--- config.mk ---
export PLATFORM = sky130hd
export DESIGN_NAME = csrs_core
export DESIGN_NICKNAME = d
export VERILOG_FILES = /design/src/include/csrs_pkg.sv /design/src/core/csrs_core.sv
export SDC_FILE = /design/constraint.sdc
export NUM_CORES = 2
export LEC_CHECK = 0
export BUFFER_PORTS_ARGS = -buffer_cell sky130_fd_sc_hd__buf_2
export CORE_ASPECT_RATIO = 0.8
export CORE_MARGIN = 5
export CORE_UTILIZATION = 55
export CTS_BUF_LIST = sky130_fd_sc_hd__clkbuf_16
export DETAILED_ROUTE_END_ITERATION = 12
export MAX_ROUTING_LAYER = met4
export PLACE_DENSITY = 0.73
export SLEW_MARGIN = 0
export SYNTH_ARGS = -nofsm -noshare
export SYNTH_HDL_FRONTEND = slang
export SYNTH_SLANG_ARGS = --single-unit
export TNS_END_PERCENT = 30
--- constraint.sdc ---
create_clock -name hclk -period 8.4 [get_ports hclk]
set_input_delay 0.42 -clock hclk [delete_from_list [all_inputs] [get_ports hclk]]
set_output_delay 0.42 -clock hclk [all_outputs]
set_load 0.01 [all_outputs]
--- src/include/csrs_pkg.sv ---
// Package: special-register map, flag layout, ALU opcodes, datapath struct
package csrs_pkg;

  // ==========================================================
  // Register indices (byte address on the bus is four times these)
  localparam logic [7:0] CSRS_IDX_IND0 = 8'h00;
  localparam logic [7:0] CSRS_IDX_MP0 = 8'h01;
  localparam logic [7:0] CSRS_IDX_IND1 = 8'h02;
  localparam logic [7:0] CSRS_IDX_MP1 = 8'h03;
  localparam logic [7:0] CSRS_IDX_ACC = 8'h05;
  localparam logic [7:0] CSRS_IDX_PCL = 8'h06;
  localparam logic [7:0] CSRS_IDX_TABLE_PTR_LOW = 8'h07;
  localparam logic [7:0] CSRS_IDX_TABLE_DATA_HIGH = 8'h08;
  localparam logic [7:0] CSRS_IDX_TABLE_PTR_HIGH = 8'h09;
  localparam logic [7:0] CSRS_IDX_FLAGS = 8'h0A;
  localparam logic [7:0] CSRS_GP_BASE = 8'h40;

  // ==========================================================
  // Flag bit positions inside cpu_flags
  localparam int CSRS_FLG_C = 0;
  localparam int CSRS_FLG_AC = 1;
  localparam int CSRS_FLG_Z = 2;
  localparam int CSRS_FLG_OV = 3;
  localparam int CSRS_FLG_PDF = 4;
  localparam int CSRS_FLG_TO = 5;

  // ==========================================================
  // Reset values
  localparam logic [7:0] CSRS_BYTE_RST = 8'h00;
  localparam logic [5:0] CSRS_FLAGS_RST = 6'h00;

  // ==========================================================
  // ALU operations requested by the datapath
  typedef enum logic [2:0]
  {
    CSRS_OP_NONE = 3'b000,
    CSRS_OP_ADD = 3'b001,
    CSRS_OP_SUB = 3'b010,
    CSRS_OP_AND = 3'b011,
    CSRS_OP_OR = 3'b100,
    CSRS_OP_XOR = 3'b101,
    CSRS_OP_RLC = 3'b110,
    CSRS_OP_RRC = 3'b111
  } csrs_op_e;

  // One cycle of datapath commands
  typedef struct packed {
    csrs_op_e op;
    logic [7:0] operand;
    logic store_go;
    logic [7:0] store_idx;
    logic tbl_go;
    logic [7:0] tbl_idx;
    logic pc_step;
    logic watchdog_clear_instr;
    logic halt;
    logic wdt_timeout;
  } csrs_dp_s;

endpackage

--- src/core/csrs_core.sv ---
// Core special registers: pointers, accumulator, PC low, table, flags
// Function
// - Indirect ports redirect through their pointers
// - Indirect port via pointer: read zero, write ignored
// - Small variant: pointer bit seven reads one
// - Pointers are ordinary read/write registers
// - ALU results land in accumulator only
// - PC low write replaces low byte only
// - PC low write adds one dummy cycle
// - Table read: high byte latched, low stored
// - Status writes never touch system flags
// - Timeout flag: set by watchdog, cleared by halt or watchdog-clear
// - Power-down flag: halt sets, watchdog-clear clears
// - Carry: add carry, subtract no-borrow, rotates
// - Half carry from low nibble
// - Zero flag follows add, subtract and logic results; rotates leave it
// - Overflow: carry in differs carry out
// - Status bits seven, six read zero
// - System flags zero after power-on
// - Status never pushed on call/interrupt
// - Registers at fixed low addresses
//
// The implementer's own choices: the register offsets and the AHB-Lite slave port.
module csrs_core
  import csrs_pkg::*;
#(
  parameter int RAM_DEPTH = 64,
  parameter int PC_W = 13,
  parameter bit SMALL_VARIANT = 1'b1
)
(
  input wire logic hclk,
  input wire logic hresetn,
  input wire logic hsel,
  input wire logic [31:0] haddr,
  input wire logic [1:0] htrans,
  input wire logic hwrite,
  input wire logic [2:0] hsize,
  input wire logic [31:0] hwdata,
  input wire logic hready,
  output logic [31:0] hrdata,
  output logic hreadyout,
  output logic hresp,
  input wire csrs_dp_s dp,
  input wire logic [15:0] pm_rdata,
  output logic [15:0] pm_addr,
  output logic [PC_W-1:0] pc_out,
  output logic dummy_cycle,
  output logic [7:0] acc_out,
  output logic [7:0] flags_out
);

  // ==========================================================
  // State
  typedef struct packed {
    logic [RAM_DEPTH-1:0][7:0] ram;
    logic [PC_W-1:0] pc;
    logic [7:0] acc;
    logic [7:0] mp0;
    logic [7:0] mp1;
    logic [7:0] table_ptr_low;
    logic [7:0] table_ptr_high;
    logic [7:0] table_data_high;
    logic [5:0] flags;
    logic dummy;
    logic wr_pend;
    logic [7:0] widx;
    logic [7:0] rdata;
  } csrs_state_s;

  csrs_state_s st_reg;
  csrs_state_s st_next;

  // ==========================================================
  // Decoding helpers

  // Pointer as an address; small variant ignores bit seven
  function automatic logic [7:0] ptr_addr(logic [7:0] mp);
    ptr_addr = SMALL_VARIANT ? {1'b0, mp[6:0]} : mp;
  endfunction

  // Resolves an index to a target; bit 8 low means no target
  function automatic logic [8:0] resolve(csrs_state_s s, logic [7:0] idx);
    logic [7:0] a;
    logic ind;
    a = idx;
    ind = 1'b0;
    if (idx == CSRS_IDX_IND0)
    begin
      a = ptr_addr(s.mp0);
      ind = 1'b1;
    end
    else if (idx == CSRS_IDX_IND1)
    begin
      a = ptr_addr(s.mp1);
      ind = 1'b1;
    end
    // Port reached through a pointer has no storage behind it
    resolve = {!(ind && (a == CSRS_IDX_IND0 || a == CSRS_IDX_IND1)), a};
  endfunction

  // General-purpose RAM hit test
  function automatic logic ram_hit(logic [7:0] a);
    logic [7:0] off;
    off = a - CSRS_GP_BASE;
    ram_hit = (a >= CSRS_GP_BASE) && (int'(off) < RAM_DEPTH);
  endfunction

  // Byte read through the data-memory view
  function automatic logic [7:0] rd(csrs_state_s s, logic [7:0] idx);
    logic [8:0] r;
    logic [7:0] a;
    r = resolve(s, idx);
    a = r[7:0];
    rd = 8'h00;
    if (r[8])
    begin
      case (a)
        CSRS_IDX_MP0: rd = SMALL_VARIANT ? {1'b1, s.mp0[6:0]} : s.mp0;
        CSRS_IDX_MP1: rd = SMALL_VARIANT ? {1'b1, s.mp1[6:0]} : s.mp1;
        CSRS_IDX_ACC: rd = s.acc;
        CSRS_IDX_PCL: rd = s.pc[7:0];
        CSRS_IDX_TABLE_PTR_LOW: rd = s.table_ptr_low;
        CSRS_IDX_TABLE_DATA_HIGH: rd = s.table_data_high;
        CSRS_IDX_TABLE_PTR_HIGH: rd = s.table_ptr_high;
        CSRS_IDX_FLAGS: rd = {2'b00, s.flags};
        default:
        begin
          if (ram_hit(a))
            rd = s.ram[a - CSRS_GP_BASE];
        end
      endcase
    end
  endfunction

  // Byte write through the data-memory view
  function automatic csrs_state_s wr(csrs_state_s s, logic [7:0] idx,
                                     logic [7:0] d);
    logic [8:0] r;
    logic [7:0] a;
    r = resolve(s, idx);
    a = r[7:0];
    wr = s;
    if (r[8])
    begin
      case (a)
        CSRS_IDX_MP0: wr.mp0 = d;
        CSRS_IDX_MP1: wr.mp1 = d;
        CSRS_IDX_ACC: wr.acc = d;
        CSRS_IDX_PCL:
        begin
          wr.pc[7:0] = d;
          wr.dummy = 1'b1;
        end
        CSRS_IDX_TABLE_PTR_LOW: wr.table_ptr_low = d;
        CSRS_IDX_TABLE_PTR_HIGH: wr.table_ptr_high = d;
        CSRS_IDX_FLAGS: wr.flags[3:0] = d[3:0];
        default:
        begin
          if (ram_hit(a))
            wr.ram[a - CSRS_GP_BASE] = d;
        end
      endcase
    end
  endfunction

  // ==========================================================
  // Next state
  logic [7:0] bb;
  logic cin;
  logic [8:0] sum;
  logic [4:0] nib;
  logic [7:0] low7;
  logic [7:0] res;
  logic upd_z;
  logic mapped;

  // Bus is handled first so the datapath wins a same-cycle conflict, except a bus PC low write, which cancels the step
  always_comb
  begin
    st_next = st_reg;
    st_next.dummy = 1'b0;
    bb = dp.operand;
    cin = 1'b0;
    res = st_reg.acc;
    upd_z = 1'b0;
    if (st_reg.wr_pend)
      st_next = wr(st_next, st_reg.widx, hwdata[7:0]);
    // Adder shared by add and subtract (subtract adds ~b plus one)
    if (dp.op == CSRS_OP_SUB)
    begin
      bb = ~dp.operand;
      cin = 1'b1;
    end
    sum = {1'b0, st_reg.acc} + {1'b0, bb} + {8'h00, cin};
    nib = {1'b0, st_reg.acc[3:0]} + {1'b0, bb[3:0]} + {4'h0, cin};
    low7 = {1'b0, st_reg.acc[6:0]} + {1'b0, bb[6:0]} + {7'h00, cin};
    // Flags land in the same cycle as the accumulator result
    case (dp.op)
      CSRS_OP_ADD, CSRS_OP_SUB:
      begin
        res = sum[7:0];
        upd_z = 1'b1;
        st_next.flags[CSRS_FLG_C] = sum[8];
        st_next.flags[CSRS_FLG_AC] = nib[4];
        st_next.flags[CSRS_FLG_OV] = sum[8] ^ low7[7];
      end
      CSRS_OP_AND:
      begin
        res = st_reg.acc & dp.operand;
        upd_z = 1'b1;
      end
      CSRS_OP_OR:
      begin
        res = st_reg.acc | dp.operand;
        upd_z = 1'b1;
      end
      CSRS_OP_XOR:
      begin
        res = st_reg.acc ^ dp.operand;
        upd_z = 1'b1;
      end
      CSRS_OP_RLC:
      begin
        res = {st_reg.acc[6:0], st_reg.flags[CSRS_FLG_C]};
        st_next.flags[CSRS_FLG_C] = st_reg.acc[7];
      end
      CSRS_OP_RRC:
      begin
        res = {st_reg.flags[CSRS_FLG_C], st_reg.acc[7:1]};
        st_next.flags[CSRS_FLG_C] = st_reg.acc[0];
      end
      default:
      begin
        res = st_next.acc;
      end
    endcase
    if (dp.op != CSRS_OP_NONE)
      st_next.acc = res;
    if (upd_z)
      st_next.flags[CSRS_FLG_Z] = (res == 8'h00);
    // Register-to-register moves only go through the accumulator
    if (dp.store_go)
      st_next = wr(st_next, dp.store_idx, st_reg.acc);
    // Table fetch uses the pointers as they stand this cycle
    if (dp.tbl_go)
    begin
      st_next.table_data_high = pm_rdata[15:8];
      st_next = wr(st_next, dp.tbl_idx, pm_rdata[7:0]);
    end
    // A jump replaces the normal step
    if (dp.pc_step && !st_next.dummy)
      st_next.pc = st_reg.pc + {{(PC_W-1){1'b0}}, 1'b1};
    // System flags: set beats clear when both arrive together
    if (dp.watchdog_clear_instr || dp.halt)
      st_next.flags[CSRS_FLG_TO] = 1'b0;
    if (dp.wdt_timeout)
      st_next.flags[CSRS_FLG_TO] = 1'b1;
    if (dp.watchdog_clear_instr)
      st_next.flags[CSRS_FLG_PDF] = 1'b0;
    if (dp.halt)
      st_next.flags[CSRS_FLG_PDF] = 1'b1;
    // Bus address phase; read data sampled after this cycle's updates
    mapped = (haddr[31:10] == 22'h000000);
    st_next.wr_pend = hsel && htrans[1] && hready && hwrite && mapped;
    st_next.widx = haddr[9:2];
    if (hsel && htrans[1] && hready && !hwrite)
      st_next.rdata = mapped ? rd(st_next, haddr[9:2]) : 8'h00;
  end

  // State register; arithmetic flags have no defined value, zero chosen
  always_ff @(posedge hclk or negedge hresetn)
  begin
    if (!hresetn)
    begin
      st_reg <= '0;
      st_reg.flags <= CSRS_FLAGS_RST;
      st_reg.acc <= CSRS_BYTE_RST;
    end
    else
      st_reg <= st_next;
  end

  // ==========================================================
  // Outputs, all from the state register
  assign hrdata = {24'h000000, st_reg.rdata};
  assign hreadyout = st_reg.wr_pend | ~st_reg.wr_pend; // Zero wait states
  assign hresp = st_reg.dummy & 1'b0; // Always OKAY
  assign pm_addr = {st_reg.table_ptr_high, st_reg.table_ptr_low};
  assign pc_out = st_reg.pc;
  assign dummy_cycle = st_reg.dummy;
  assign acc_out = st_reg.acc;
  assign flags_out = {2'b00, st_reg.flags};

  logic rd_req;
  logic [8:0] ind0_res;
  assign rd_req = hsel && htrans[1] && hready && !hwrite;
  // Where the first port lands this cycle; bit 8 low means no storage
  assign ind0_res = resolve(st_next, CSRS_IDX_IND0);
endmodule // csrs_core

==> run metrics <==
status=finished clean; Final Hold Viols=0; max reg flops=543; Total GRT Usage=46.5%; drt pass-1 iters=9; WHS Path Cells=2; CP delay by family, top=compound AO/OA/AOI/OAI gates; crit path max fanout=30; final wirelength=202,000 µm; Adder-Cell Fraction of Synth Area=less than 1%; post-synth cell types=119; simple-gate share of the synthesized area=17.6%; Num CTS Buffers=68; grt ovf=0; Leak=0.0213 µW; critical path, cell by cell=or4_1 > nor4_4 > o21ai_2 > or4_1 > nand4_1 > nor2_1 > o2111ai_4 > buf_4 > o21ai_1 > a311o_1 > o22ai_2 > nand4_2 > buf_4 > mux2_4 > o22ai_4 > buf_12 > buf_12 > nor2_1 > o21a_1 > a2111oi_0 > a211oi_1 > buf_4 > o31ai_1 > a31o_1; Worst setup SP type=flop; Layout area overhead=9.63%; final net count=about 5,300; Slew Limit Headroom=11.1%; post-synthesis instance total=5,222; Chip Width=326 µm; HP Class=in -> reg; Pwr Density=slightly below 200 mW/mm²; slowest stage delay, CP=~0.80 ns; top_reg_cell synth=dfrtp_1; maximum operating frequency=~120 MHz; Routed Antenna Nets=0; Fin Clk Skew=0.0245 ns; CP Capture Type=flop; Post-synth ARST share=100%; IO Count=203; syn avg cell area=8.41 µm²; CP most frequent cell=buf_4; Placer Congestion=1.08; Die ar.=0.0857 mm²; largest net degree at the start of global routing=154; vias in the first global route=approximately 40,000; Syn Std Cell Area=0.0439 mm²; unrepaired setup endpoints after global routing=no; Critical Path Source=st_reg[11]$_DFF_PN0_; Reg2Reg Depth=24; crit path kind=reg -> reg; xor/xnor cell area share of the yosys netlist=0.498%; WP data required=8.97 ns; Worst path depth=24; post-synthesis sequential area ratio=33.9%; die height=263 µm; CTS H-Tree Depth=3; flops & latches, synth=595; Clk Latency, worst-skew pair=roughly 0.65 ns; placeable core area=0.0790 mm²; Setup TNS=0 ns; Yosys warning total=0; post-synthesis mux area share=24.8%; FF-to-FF Start=st_reg[11]$_DFF_PN0_; worst setup margin=0.269 ns; # DRC=0; clock tree root buffer cell=clkbuf_16; worst path bufs/invs=5; DP Worst Slack=0.551 ns; fin util=approximately 61%; CTS clk-pin slew, worst paths=approximately 0.060 ns; Post-synth EDFFs=0; port bufs=144; Data arrival, critical path=8.70 ns; DR vias=43,500; Tmin final=a little over 8 ns; CTS tree=done; row count=92; first-pass GRT wire length=a little under 300,000 µm; Max Cap Violations=0; Wirelength per Cell=32.0 µm; DP HPWL=132,000 µm; via density per instance=6.89; worst-case clock buffer depth=3; Crit-path slowest cell=a2111oi_0; 1st-iter DRT viols=about 7,100; Initial Utilization=55.6%; initial antenna violation count=13; Worst-Margin Slew=1.33 ns; Slew Limit Fails=0; hold path start=hwrite; Compound-Gate Fraction of Synth Area=16.5%; maximum vdd drop=0.181 mV; fin crit share=96.8%; share of layout cells above drive strength 1=18.6%; largest family of logic cells by synthesized area=multiplexers; # setup viols final=0; Sink Count=595
## where the power goes
part / internal [µW] / switching, µW / total, µW
Combinational: 891 / 1740 / 2630
Sequential: 3250 / 362 / 3610
Clock: 1740 / 1350 / 3100
## area by class of cell
class                   instances  area, µm²
flip-flops and latches        595      14900
fillers                      7020      30800
diodes                         17       42.5
clock buffers                  69       1730
inverters                      59        221
clock inverters                55        470
repair buffers                397       2880
well taps                    1034       1290
multi-input cells            4077      26600
## stage by stage
| step | area (µm²) | total power [µW] | hold slack [ns] | cells |
|---|---|---|---|---|
| global route | 48200 | 9570 | 0.0670 | 6300 |
| detailed placement | 45800 | 6100 | 0.423 | 6153 |
| global placement | 45800 | 6050 | 0.418 | 6153 |
| finish | 48200 | 9330 | 0.0621 | 6303 |
| CTS | 48100 | 9160 | 0.0397 | 6286 |
| floorplan | 44000 | 5080 | 0.124 | 5248 |
## timing repair
action,CTS,global route
hold buffers,9,0
setup buffers,0,0
endpoints found under the hold margin,70,0
setup endpoints to repair,0,1
resized for setup,0,1
## worst paths after layout
path	to	slack (ns)
worst max-delay path	hrdata[5]$_DFFE_PN0P_	0.27
worst min-delay path	st_reg[16]$_DFF_PN0_	0.06
worst max register to register	hrdata[5]$_DFFE_PN0P_	0.27
worst min register to register	pc_out[12]$_DFFE_PN0P_	0.46
max in group asynchronous	acc_out[5]$_DFF_PN0_	6.01
min in group asynchronous	st_reg[584]$_DFF_PN0_	0.34
## per-layer routing
layer  up-vias  global-route usage [%]  routed length, µm
met2      3466                    63.4              81800
li1      18300                       -                  -
met5         -                       -                  0
met1     20900                    59.6              75600
met3       824                    17.6              30900
met4         0                    24.6              13300
## worst reg2reg max path, stage by stage (launching register included)
cell and delay (ns):
dfrtp_1 0.44, or4_1 0.70, nor4_4 0.43, o21ai_2 0.37
or4_1 0.61, nand4_1 0.26, nor2_1 0.17, o2111ai_4 0.25
buf_4 0.35, o21ai_1 0.21, a311o_1 0.40, o22ai_2 0.29
nand4_2 0.34, buf_4 0.28, mux2_4 0.35, o22ai_4 0.44
buf_12 0.32, buf_12 0.24, nor2_1 0.06, o21a_1 0.17
a2111oi_0 0.80, a211oi_1 0.13, buf_4 0.23, o31ai_1 0.08
a31o_1 0.17
## layout by cell type (no fill, tap or decap), drive strengths merged, types with 30 or more instances in the layout
cell type  count
nor3          72
clkinv        30
buf          388
dfrtp        595
or3           46
o211ai        64
nand3         50
nor4          32
o21ai        531
nor2         743
mux2         375
nand2        667
clkbuf        69
or2           30
inv           75
a21oi        318
mux2i        652
## synthesized netlist by cell type, types with 7 or more instances
cell	count	area [µm²]
nor3_1	71	355
nand3_1	48	240
or4_1	10	75.1
o21ai_1	8	40.0
a21o_1	14	105
o211ai_1	64	480
buf_1	24	90.1
buf_4	97	728
and2_1	17	106
a22oi_1	15	113
a211o_1	8	70.1
nand2b_1	25	156
nand4_1	13	81.3
nor4_1	27	169
dfrtp_1	595	14900
nor2_1	727	2730
o2111ai_1	9	78.8
o31a_1	7	61.3
o21ai_0	521	2610
o22ai_1	16	100
clkbuf_1	335	1260
o21a_1	14	105
nor2b_1	14	87.6
o32ai_1	10	87.6
and3_1	17	106
a31oi_1	16	100
o311ai_0	14	123
mux2_2	366	4120
buf_2	56	280
o31ai_1	10	75.1
nor3b_1	10	75.1
or3_1	45	282
xnor2_1	19	166
a22o_1	10	87.6
ha_1	24	300
a211oi_1	15	113
nor2_2	11	68.8
or2_2	28	175
mux2i_1	652	6530
nand2_1	664	2490
a21oi_1	317	1590
inv_1	55	206
## cell families (layout without fill, tap and decap cells)
kind of cell,count (synthesis),in the layout
AND/OR/NAND/NOR,1777,1777
XOR/XNOR,25,25
other,2,45
buffers and inverters,576,580
flip-flops,595,595
adder cells (fa/ha/maj),25,25
AO/OA/AOI/OAI,1189,1189
multiplexers,1033,1033
Note: power is estimated with default switching activity, not from simulation.
